## config.mk

```make
export PLATFORM = sky130hd
export DESIGN_NAME = cantrx_top
export DESIGN_NICKNAME = d
export VERILOG_FILES = /design/src/cantrx_pkg.sv /design/src/cantrx_fifo_if.sv /design/src/cantrx_top.sv /design/src/cantrx_fifo.sv
export SDC_FILE = /design/constraint.sdc
export NUM_CORES = 1
export LEC_CHECK = 0
export BUFFER_PORTS_ARGS = -buffer_cell sky130_fd_sc_hd__clkbuf_2
export CORE_MARGIN = 1
export CORE_UTILIZATION = 60
export CTS_CLUSTER_SIZE = 40
export DETAILED_ROUTE_END_ITERATION = 10
export PLACE_DENSITY = 0.78
export SLEW_MARGIN = 15
export SYNTH_ARGS = -nofsm -noshare
export SYNTH_HDL_FRONTEND = slang
export SYNTH_SLANG_ARGS = --single-unit
```

## constraint.sdc

```tcl
create_clock -name CLK -period 7.09 [get_ports CLK]
set_input_delay 1.418 -clock CLK [delete_from_list [all_inputs] [get_ports CLK]]
set_output_delay 1.418 -clock CLK [all_outputs]
set_load 0.02 [all_outputs]
```

## src/cantrx_pkg.sv

```systemverilog
// Constants and types for the bus transceiver mode control block.
// Assumes a 40 MHz system clock; no registers reached by software.
//
// Overview of operation
// [RULE1] Power-up mode is off; no traffic.
// [RULE2] Off always selectable; bus wake ignored. Code forces wake-capable while chip is fail-safe.
// [RULE3] Normal mode only by command, chip normal.
// [RULE4] Normal: low input gives dominant, high recessive.
// [RULE5] Controller holds input high through enabling delay.
// [RULE6] Early low never reaches bus; next dominant does.
// [RULE7] Receive output shows the bus level.
// [RULE8] Rates to 5 Mbaud, flexible-rate frames tolerated.
// [RULE9] Wake-capable: valid wake pattern signals wake-up.
// [RULE10] Receive-only diagnostics and wake-capable low power.
// [RULE11] Receive-only: driver off, chip normal or stop.
// [RULE12] Wake pattern: dominant, recessive, dominant, bounded.
// [RULE13] After wake, receive output low until mode change.
// [RULE14] Wake-capable code 01 stays after wake.
// [RULE15] Enable counter; early low blocked until high.
package cantrx_pkg;
  // Transceiver mode codes as held by the mode control field
  typedef enum logic [1:0] {
    CANTRX_OFF = 2'h0,
    CANTRX_WAKE = 2'h1,
    CANTRX_RXONLY = 2'h2,
    CANTRX_NORMAL = 2'h3
  } cantrx_mode_e;
  // Chip operating modes seen by the transceiver
  typedef enum logic [2:0] {
    CANTRX_CHIP_NORMAL = 3'h0,
    CANTRX_CHIP_STOP = 3'h1,
    CANTRX_CHIP_SLEEP = 3'h2,
    CANTRX_CHIP_RESTART = 3'h3,
    CANTRX_CHIP_FAILSAFE = 3'h4
  } cantrx_chip_e;
  // Wake pattern detector states, one-hot
  typedef enum logic [3:0] {
    CANTRX_W_IDLE = 4'h1,
    CANTRX_W_DOM1 = 4'h2,
    CANTRX_W_REC = 4'h4,
    CANTRX_W_DOM2 = 4'h8
  } cantrx_wstate_e;
  localparam int CANTRX_CLK_MHZ = 40;
  // Enabling delay and wake filter times, in ns
  localparam int CANTRX_T_EN_NS = 10000;
  localparam int CANTRX_T_WAKE1_NS = 500;
  localparam int CANTRX_T_WAKE2_NS = 1000000;
  // Least times round up, longest rounds down
  localparam int CANTRX_EN_CYC =
    (CANTRX_T_EN_NS * CANTRX_CLK_MHZ + 999) / 1000;
  localparam int CANTRX_WAKE1_CYC =
    (CANTRX_T_WAKE1_NS * CANTRX_CLK_MHZ + 999) / 1000;
  localparam int CANTRX_WAKE2_CYC =
    (CANTRX_T_WAKE2_NS * CANTRX_CLK_MHZ) / 1000;
  localparam int CANTRX_CNT_W = 16;
  localparam logic [CANTRX_CNT_W-1:0] CANTRX_CNT_ZERO = 16'h0000;
  localparam logic [CANTRX_CNT_W-1:0] CANTRX_CNT_ONE = 16'h0001;
  localparam logic [CANTRX_CNT_W-1:0] CANTRX_CNT_MAX = 16'hFFFF;
  // Captured receive-level FIFO shape
  localparam int CANTRX_FIFO_W = 1;
  localparam int CANTRX_FIFO_D = 16;
endpackage

```

## src/cantrx_fifo_if.sv

```systemverilog
// Interface joining the top module to its sample FIFO.
// Assumes a single clock shared by both ends.
`timescale 1ns/100ps
`default_nettype none
interface cantrx_fifo_if #(parameter int W = 1);
  logic in_valid; // Source offers a word
  logic in_ready; // FIFO can take it
  logic [W-1:0] in_data; // Word in
  logic out_valid; // FIFO holds a word
  logic out_ready; // Sink takes it
  logic [W-1:0] out_data; // Word out
  modport fifo (input in_valid, in_data, out_ready,
    output in_ready, out_valid, out_data);
  modport user (output in_valid, in_data, out_ready,
    input in_ready, out_valid, out_data);
endinterface
`default_nettype wire

```

## src/cantrx_top.sv

```systemverilog
// Transceiver mode control and digital bit path.
// Assumes all inputs synchronous to CLK; bus levels are digital
// (BUS_RX_LEVEL high = recessive); mode set by a one-cycle command.
`timescale 1ns/100ps
`default_nettype none
module cantrx_top
  import cantrx_pkg::*;
#(
  parameter int EN_CYC = CANTRX_EN_CYC,
  parameter int WAKE1_CYC = CANTRX_WAKE1_CYC,
  parameter int WAKE2_CYC = CANTRX_WAKE2_CYC
) (
  input wire logic CLK,
  input wire logic RESET_N,
  input wire logic CE,
  input wire logic MODE_WR,
  input wire logic [1:0] MODE_CODE,
  input wire logic [2:0] CHIP_MODE,
  input wire logic BUS_TX_INPUT,
  input wire logic BUS_RX_LEVEL,
  input wire logic SAMPLE_READY,
  output logic BUS_DRIVE_DOM,
  output logic BUS_RX_OUTPUT,
  output logic [1:0] MODE_STATUS,
  output logic WAKE_EVENT,
  output logic SAMPLE_VALID,
  output logic SAMPLE_DATA
);
  cantrx_mode_e mode_reg, mode_next; // Transceiver mode
  cantrx_wstate_e ws_reg, ws_next; // Wake detector state
  logic [CANTRX_CNT_W-1:0] en_cnt_reg, en_cnt_next; // Enable delay
  logic [CANTRX_CNT_W-1:0] ph_cnt_reg, ph_cnt_next; // Phase length
  logic armed_reg, armed_next; // Early low seen; wait for high
  logic woke_reg, woke_next; // Wake latched in current mode
  logic drv_reg, drv_next; // Dominant drive
  logic rxo_reg, rxo_next; // Receive output
  logic wev_reg, wev_next; // Wake pulse
  logic sv_reg, sv_next; // Sample valid out
  logic sd_reg, sd_next; // Sample data out
  logic prev_rx_reg, prev_rx_next; // Last bus level
  logic mode_ok; // Requested mode allowed now
  logic en_done; // Enabling delay elapsed
  logic ph_long, ph_short; // Phase within filter bounds
  logic [CANTRX_CNT_W-1:0] w1, w2, en_len;
  cantrx_fifo_if #(.W(CANTRX_FIFO_W)) fq ();

  assign w1 = CANTRX_CNT_W'(WAKE1_CYC);
  assign w2 = CANTRX_CNT_W'(WAKE2_CYC);
  assign en_len = CANTRX_CNT_W'(EN_CYC);
  assign en_done = (en_cnt_reg == CANTRX_CNT_ZERO);
  assign ph_long = (ph_cnt_reg > w1);
  assign ph_short = (ph_cnt_reg < w2);

  // Mode permission per chip mode
  always_comb
  begin
    unique case (cantrx_mode_e'(MODE_CODE))
      CANTRX_OFF: mode_ok = 1'b1; // [RULE2]
      CANTRX_NORMAL: mode_ok = (CHIP_MODE == CANTRX_CHIP_NORMAL); // [RULE3]
      CANTRX_RXONLY: mode_ok = (CHIP_MODE == CANTRX_CHIP_NORMAL) ||
        (CHIP_MODE == CANTRX_CHIP_STOP); // [RULE11]
      CANTRX_WAKE: mode_ok = (CHIP_MODE != CANTRX_CHIP_FAILSAFE) ||
        1'b1; // [RULE10]
    endcase
  end

  // Mode, enabling delay and transmit path
  always_comb
  begin
    mode_next = mode_reg;
    en_cnt_next = en_cnt_reg;
    armed_next = armed_reg;
    drv_next = 1'b0;
    if (CHIP_MODE == CANTRX_CHIP_FAILSAFE)
      mode_next = CANTRX_WAKE; // Fail-safe forces wake watch
    else if (MODE_WR && mode_ok)
      mode_next = cantrx_mode_e'(MODE_CODE); // [RULE3]
    if (mode_next == CANTRX_NORMAL && mode_reg != CANTRX_NORMAL)
    begin
      en_cnt_next = en_len; // Start delay on entry [RULE15]
      armed_next = 1'b0;
    end
    else if (mode_reg == CANTRX_NORMAL)
    begin
      if (!en_done)
      begin
        en_cnt_next = en_cnt_reg - CANTRX_CNT_ONE;
        if (!BUS_TX_INPUT)
          armed_next = 1'b1; // Early low seen [RULE6]
      end
      else if (BUS_TX_INPUT)
        armed_next = 1'b0; // High after expiry releases [RULE15]
      // Dominant only after delay and no stale low [RULE4]
      drv_next = en_done && !armed_reg && !BUS_TX_INPUT &&
        (mode_next == CANTRX_NORMAL); // [RULE6]
    end
  end

  // Wake pattern detector over the bus level
  always_comb
  begin
    ws_next = ws_reg;
    ph_cnt_next = ph_cnt_reg;
    wev_next = 1'b0;
    woke_next = woke_reg;
    prev_rx_next = BUS_RX_LEVEL;
    if (ph_cnt_reg != CANTRX_CNT_MAX)
      ph_cnt_next = ph_cnt_reg + CANTRX_CNT_ONE;
    if (BUS_RX_LEVEL != prev_rx_reg)
      ph_cnt_next = CANTRX_CNT_ONE; // New phase begins
    // Rearm on any mode change
    if (mode_next != mode_reg)
      woke_next = 1'b0; // [RULE13]
    if (mode_reg != CANTRX_WAKE || woke_reg)
      ws_next = CANTRX_W_IDLE; // Off ignores the bus [RULE2]
    else
    begin
      unique case (ws_reg)
        CANTRX_W_IDLE:
          if (!BUS_RX_LEVEL && prev_rx_reg)
            ws_next = CANTRX_W_DOM1;
        CANTRX_W_DOM1:
          if (BUS_RX_LEVEL) // Dominant ended [RULE12]
            ws_next = (ph_long && ph_short) ? CANTRX_W_REC
              : CANTRX_W_IDLE;
        CANTRX_W_REC:
          if (!BUS_RX_LEVEL)
            ws_next = (ph_long && ph_short) ? CANTRX_W_DOM2
              : CANTRX_W_IDLE;
          else if (!ph_short)
            ws_next = CANTRX_W_IDLE;
        CANTRX_W_DOM2:
          if (BUS_RX_LEVEL)
            ws_next = CANTRX_W_IDLE;
          else if (ph_cnt_reg == w1 + CANTRX_CNT_ONE)
          begin
            ws_next = CANTRX_W_IDLE;
            wev_next = 1'b1; // [RULE9]
            woke_next = 1'b1; // Mode code stays 01 [RULE14]
          end
        default:
          ws_next = CANTRX_W_IDLE;
      endcase
    end
  end

  // Receive output and sample capture
  always_comb
  begin
    unique case (mode_reg)
      CANTRX_NORMAL, CANTRX_RXONLY:
        rxo_next = BUS_RX_LEVEL; // [RULE7]
      CANTRX_WAKE:
        rxo_next = !(woke_reg || wev_next); // [RULE13]
      CANTRX_OFF:
        rxo_next = 1'b1; // No reception [RULE1]
    endcase
    // Bit stream to FIFO; one-cycle sampling keeps 5 Mbaud [RULE8]
    fq.in_valid = (mode_reg == CANTRX_NORMAL) ||
      (mode_reg == CANTRX_RXONLY);
    fq.in_data = BUS_RX_LEVEL;
    fq.out_ready = !sv_reg || SAMPLE_READY;
    sv_next = sv_reg;
    sd_next = sd_reg;
    if (fq.out_ready)
    begin
      sv_next = fq.out_valid;
      sd_next = fq.out_valid ? fq.out_data : sd_reg;
    end
  end

  // Register all state
  always_ff @(posedge CLK)
  begin
    if (!RESET_N)
    begin
      mode_reg <= CANTRX_OFF; // [RULE1]
      ws_reg <= CANTRX_W_IDLE;
      en_cnt_reg <= CANTRX_CNT_ZERO;
      ph_cnt_reg <= CANTRX_CNT_ZERO;
      armed_reg <= 1'b0;
      woke_reg <= 1'b0;
      drv_reg <= 1'b0;
      rxo_reg <= 1'b1;
      wev_reg <= 1'b0;
      sv_reg <= 1'b0;
      sd_reg <= 1'b1;
      prev_rx_reg <= 1'b1;
    end
    else if (CE)
    begin
      mode_reg <= mode_next;
      ws_reg <= ws_next;
      en_cnt_reg <= en_cnt_next;
      ph_cnt_reg <= ph_cnt_next;
      armed_reg <= armed_next;
      woke_reg <= woke_next;
      drv_reg <= drv_next;
      rxo_reg <= rxo_next;
      wev_reg <= wev_next;
      sv_reg <= sv_next;
      sd_reg <= sd_next;
      prev_rx_reg <= prev_rx_next;
    end
  end

  // Sample FIFO; the sample output may stall on SAMPLE_READY, new samples dropped while full
  cantrx_fifo #(.W(CANTRX_FIFO_W), .D(CANTRX_FIFO_D)) u_fifo (
    .CLK(CLK),
    .RESET_N(RESET_N),
    .CE(CE),
    .f(fq.fifo)
  );

  assign BUS_DRIVE_DOM = drv_reg;
  assign BUS_RX_OUTPUT = rxo_reg;
  assign MODE_STATUS = mode_reg; // [RULE14]
  assign WAKE_EVENT = wev_reg;
  assign SAMPLE_VALID = sv_reg;
  assign SAMPLE_DATA = sd_reg;
endmodule // cantrx_top
`default_nettype wire

```

## src/cantrx_fifo.sv

```systemverilog
// Parameterised flip-flop FIFO with valid/ready on both sides.
// Assumes synchronous active-low reset and a freezing clock enable.
`timescale 1ns/100ps
`default_nettype none
module cantrx_fifo #(
  parameter int W = 1,
  parameter int D = 16
) (
  input wire logic CLK,
  input wire logic RESET_N,
  input wire logic CE,
  cantrx_fifo_if.fifo f
);
  localparam int AW = $clog2(D);
  localparam logic [AW:0] DEPTH = (AW+1)'(D);
  logic [W-1:0] mem_reg [D]; // Storage
  logic [W-1:0] mem_next [D];
  logic [AW-1:0] wp_reg, wp_next, rp_reg, rp_next; // Pointers
  logic [AW:0] cnt_reg, cnt_next; // Fill level
  logic push, pop;
  // Honest flags from the fill level
  assign f.in_ready = (cnt_reg != DEPTH);
  assign f.out_valid = (cnt_reg != '0);
  assign f.out_data = mem_reg[rp_reg];
  // Next-state computation
  always_comb
  begin
    push = f.in_valid & f.in_ready;
    pop = f.out_valid & f.out_ready;
    mem_next = mem_reg;
    wp_next = wp_reg;
    rp_next = rp_reg;
    cnt_next = cnt_reg;
    if (push)
    begin
      mem_next[wp_reg] = f.in_data;
      wp_next = AW'((D-1) == int'(wp_reg) ? 0 : int'(wp_reg) + 1);
    end
    if (pop)
      rp_next = AW'((D-1) == int'(rp_reg) ? 0 : int'(rp_reg) + 1);
    if (push && !pop)
      cnt_next = cnt_reg + 1'b1;
    else if (pop && !push)
      cnt_next = cnt_reg - 1'b1;
  end
  // Registers only
  always_ff @(posedge CLK)
  begin
    if (!RESET_N)
    begin
      wp_reg <= '0;
      rp_reg <= '0;
      cnt_reg <= '0;
      for (int i = 0; i < D; i++)
        mem_reg[i] <= '0;
    end
    else if (CE)
    begin
      wp_reg <= wp_next;
      rp_reg <= rp_next;
      cnt_reg <= cnt_next;
      mem_reg <= mem_next;
    end
  end
endmodule // cantrx_fifo
`default_nettype wire

```

; ---- Word level (Yosys, flattened, before mapping)
; Cells that the tools add are included.
[word_totals]
register_bits = 75
elab_cells = 161
in_bits = 12
output_inout_bits = 7
[op_classes]
n_bitwise = 4
addsub = 6
muxes = 45
magnitude_cmp = 5
reduce_logical = 41
n_eq_ne = 29
[op_table]
columns = op, n
row1 = $mux 16, 5
row2 = $mux 4, 10
row3 = $mux 1, 19
row4 = $add 16x1->16 const B, 1
row5 = $bwmux 16, 1
row6 = $eq 16x5->1 const B, 1
row7 = $gt 16x5->1 const B, 1
row8 = $logic_not 16->1, 1
row9 = $lt 16x16->1 const B, 1
row10 = $ne 16x16->1 const B, 1
row11 = $pmux 4 s4, 1
row12 = $sub 16x1->16 const B, 1
row13 = $eq 2x2->1 const B, 5
row14 = $ge 5x5->1 const B, 2
row15 = $logic_and 1x1->1, 10
row16 = $mux 5, 2
row17 = $not 4->5, 2
row18 = $reduce_and 2->1, 5
row19 = $add 4x1->4 const B, 2
row20 = $eq 1x4->1 const A, 2
row21 = $ne 4x4->1 const B, 2
row22 = $logic_not 1->1, 7
row23 = $ne 3x3->1 const B, 2
row24 = $pmux 1 s3, 2
row25 = 31 further kinds, 44

; ---- Longest topological paths before layout
[logic_depth]
word_depth = 12
mapped_depth = 12
mapped_depth_nobuf = 11

; ---- Modules after synthesis
; From an unflattened synthesis, not the netlist that was laid out.
[hier_totals]
cells_unflattened = 506
hier_area_um2 = 4399.2
[modules_own_cells]
columns = module, n_inst, area_each_um2, cells_per_inst, seq_area_each_um2
row1 = cantrx_top, 1, 2645.0, 323, 920.9
row2 = cantrx_fifo, 1, 1754.2, 183, 580.6

; ---- Worst setup path before layout
; Ideal clock, no wire load.
[synth_timing]
path_kind = in2reg
start = input port BUS_RX_LEVEL
end = register ph_cnt_reg[5]
path_stages = 9
n_path_buf = 1
required_time_ns = 6.962
t_arrival_ns = 3.152
slack_ns = 3.811
cell_sequence = inv_1 > clkbuf_1 > ha_1 > nand2_1 > or4_1 > o21ai_2 > or3_1 > xor2_1 > nor2_1
[synth_via]
elab_chain_cells = 3
word_cells_on_any_way = 4
[synth_rtl]
columns = element, line
row1 = start: declaration, cantrx_top.sv:20  ; input wire logic BUS_RX_LEVEL,
row2 = $ne 1x1->1 *, cantrx_top.sv:109  ; if (BUS_RX_LEVEL != prev_rx_reg)
row3 = $reduce_bool 2->1 (no source line), -
row4 = $reduce_and 2->1 (no source line), -
row5 = end signal: assignment, cantrx_top.sv:195  ; ph_cnt_reg <= ph_cnt_next;
row6 = end: declaration, cantrx_top.sv:32  ; logic [CANTRX_CNT_W-1:0] ph_cnt_reg, ph_cnt_next;
; Mark *: on every way between the ends. The rest lies on a longest branch, timed or not.
; A chain may end at the register's enable or synchronous reset.

; ---- Worst setup path in the final report
; Ends and elaborated chain as after synthesis.

==> reports/qor.csv <==
stage;metric;value;unit
timing;slew margin rel.;49.8;%
global_routing;initial antenna violation count;0;
timing;Least-Margin Pin Slew;0.753;ns
setup_path;R2R Setup Slk;4.20;ns
synthesis;Post-synth EDFFs;0;
route;detailed-route via count;3419;
global_routing;grt met1 use;33.2;%
timing;fin crit share;48.5;%
route;drt wl/cell;15.4;um
global_routing;All-Layer GR Usage;26.1;%
synthesis;top cell type's share of synthesized area;37.3;%
clock_network;cts-stage hold buffer count;0;
clock_network;CTS Sinks;75;
global_routing;total grt overflow;0;
synthesis;syn_area_per_cell;8.55;um^2
timing;skew final;0.0136;ns
pwr;Lkg Pwr;1.57;nW
setup_path;crit path max fanout;13;
synthesis;fraction of registers with async set/reset;0;%
setup_path;Critical Path Source Type;primary input;
route;DRT Pass-1 Iters;8;
clock_network;Max clock buf depth;2;
synthesis;most frequent cells after synthesis;dfxtp_1, nor2_1, nand2_1;
synthesis;most numerous cell in the Yosys netlist;dfxtp_1;
run_status;failing checks;DRC;
timing;FMAX;291;MHz
synthesis;Post-Syn Area;4030;um^2
global_routing;global-route wire length before repair;14800;um
clock_network;clk_lat worst skew;0.35;ns
setup_path;reg2reg end;u_fifo.cnt_reg[4];
route;DRC viols;6;
route;Routed Antenna Nets;0;
pwr;VDD IR max;0.107;mV
global_routing;vias in the first global route;3216;
route;final WL;8720;um
setup_path;cells on worst reg2reg path;11;
placement;port bufs;18;
synthesis;Synth Warn #;0;
setup_path;critical path capture point type;flip-flop;
floorplan;Die X;83.9;um
setup_path;CP startpoint;BUS_RX_LEVEL;
min_path;Hold Path End;u_fifo.mem_reg[2];
clock_network;Num CTS Buffers;9;
synthesis;Syn Inst Count;471;
route;post-DR vias/cell;6.04;
synthesis;Net Count, Synth;498;
clock_network;H-tree Lvls;3;
run_status;status;finished, violations left;
timing;setup_tns;0;ns
floorplan;die area;7050;um^2
clock_network;# resized after CTS;0;
global_routing;largest net degree at the start of global routing;33;
clock_network;clock-pin slew on the worst setup and hold paths;0.07;ns
placement;post-DP HPWL;6000;um
timing;Tmin final;3.44;ns
synthesis;cell taking the most area after synthesis;dfxtp_1;
synthesis;register bit total from synthesis;75;
min_path;hold path startpoint;u_fifo.mem_reg[2];
synthesis;Post-synth top flop;dfxtp_1;
route;Starting DRT DRC Count;235;
placement;Placer Congestion;0.837;
clock_network;Setup Buffers After CTS;0;
timing;unrepaired setup endpoints after global routing;false;
final_layout;n_diodes;0;
run;Max-Cap Viols;0;
global_routing;met2 Usage GRT;44.2;%
global_routing;met3 usage;3.86;%
floorplan;boundary pin count;19;
timing;final slew viol count;0;
final_layout;post-layout util;68.4;%
synthesis;sequential share of the synthesized area;37.3;%
clock_network;CTS tree;yes;
setup_path;CP Class;primary input to flip-flop;
final_layout;share of cells above drive strength 1;12.1;%
min_path;HP Class;flip-flop to flip-flop;
synthesis;largest cells by area after synthesis;dfxtp_1, nor2_1, ha_1, mux2i_1, xnor2_1;
floorplan;chip height;83.9;um
clock_network;root buf cell;clkbuf_8;
floorplan;row cnt;29;
floorplan;initial core utilization;62.7;%
final_layout;Final nets;511;
timing;Hold Vio Cnt, Final;0;
final_layout;area grow syn2layout;9.10;%
floorplan;core area;6420;um^2
min_path;Hold Path Cell Cnt;2;
synthesis;Netlist cell types;68;
setup_path;RR Startpoint;u_fifo.cnt_reg[0];
setup_path;Critical Path AT;3.68;ns
global_routing;gr busiest metal;met2;
timing;final setup vio count;0;
pwr;PwrDens;248;nW/um^2
setup_path;required time of the critical path;7.33;ns
-- per-stage QoR --
step | std cells | cell area (um^2) | setup WS (ns) | power, W | hold WS (ns)
after detailed placement | 550 | 4150 | 3.32 | 0.000699 | 0.465
after global placement | 550 | 4150 | 3.41 | 0.000690 | 0.458
final | 566 | 4400 | 3.65 | 0.00109 | 0.479
after CTS | 566 | 4400 | 3.67 | 0.00109 | 0.479
after global routing | 566 | 4400 | 3.48 | 0.00114 | 0.504
after floorplan | 471 | 4030 | 3.81 | 0.000654 | 0.446
-- cells in the final DEF, fill, tap and decap left out, drive strengths merged, types with 4 or more instances in the layout --
master	instances
o211ai	4
nor2	72
xnor2	16
o21ai	24
nor4	6
a21oi	28
mux2i	14
nand4	8
mux4	5
dfxtp	75
or3	12
o2111ai	5
clkbuf	28
nor3	21
xor2	14
nand2b	4
a211oi	7
inv	21
or4	5
nand2	36
nand3	12
ha	14
-- worst max path at each step --
stage,endpoint,cells after the start
6_report,ph_cnt_reg[5],9
5_1_grt,ph_cnt_reg[5],9
4_1_cts,ph_cnt_reg[5],9
3_5_place_dp,ph_cnt_reg[5],9
3_3_place_gp,ph_cnt_reg[5],9
2_1_floorplan,ph_cnt_reg[5],9
-- layer usage --
metal	routed length, um	part of all wire [%]
met1	4030	46
met2	4170	48
met3	386	4.4
met4	139	1.6
met5	0	0
-- critical path, stage by stage --
cell,delay [ns]
clkbuf_2,0.24
inv_1,0.20
ha_1,0.39
nand2_1,0.07
or4_1,0.58
o21ai_2,0.36
or3_1,0.18
xor2_1,0.17
nor2_1,0.07
-- power by group --
group | switching, W | internal (W) | leakage, nW
clock | 0.000162 | 0.000234 | 0.113
sequential | 0.0000318 | 0.000445 | 0.607
combinational | 0.000119 | 0.0000988 | 0.853
-- kinds of logic after synthesis --
group	synth area share [%]
AO/OA/AOI/OAI	16.1
AND/OR/NAND/NOR	24.0
flip-flops	37.3
buffers and inverters	4.13
multiplexers	7.11
XOR/XNOR	6.52
adder cells (fa/ha/maj)	4.84
-- final cells by class --
class | count | area [um^2]
tap | 77 | 96.3
fill | 533 | 2030
clock buffer | 10 | 128
clock inverter | 6 | 114
multi-input combinational | 355 | 2360
sequential | 75 | 1500
timing repair buffer | 21 | 113
inverter | 22 | 82.6
(Power assumes the default switching activity.)
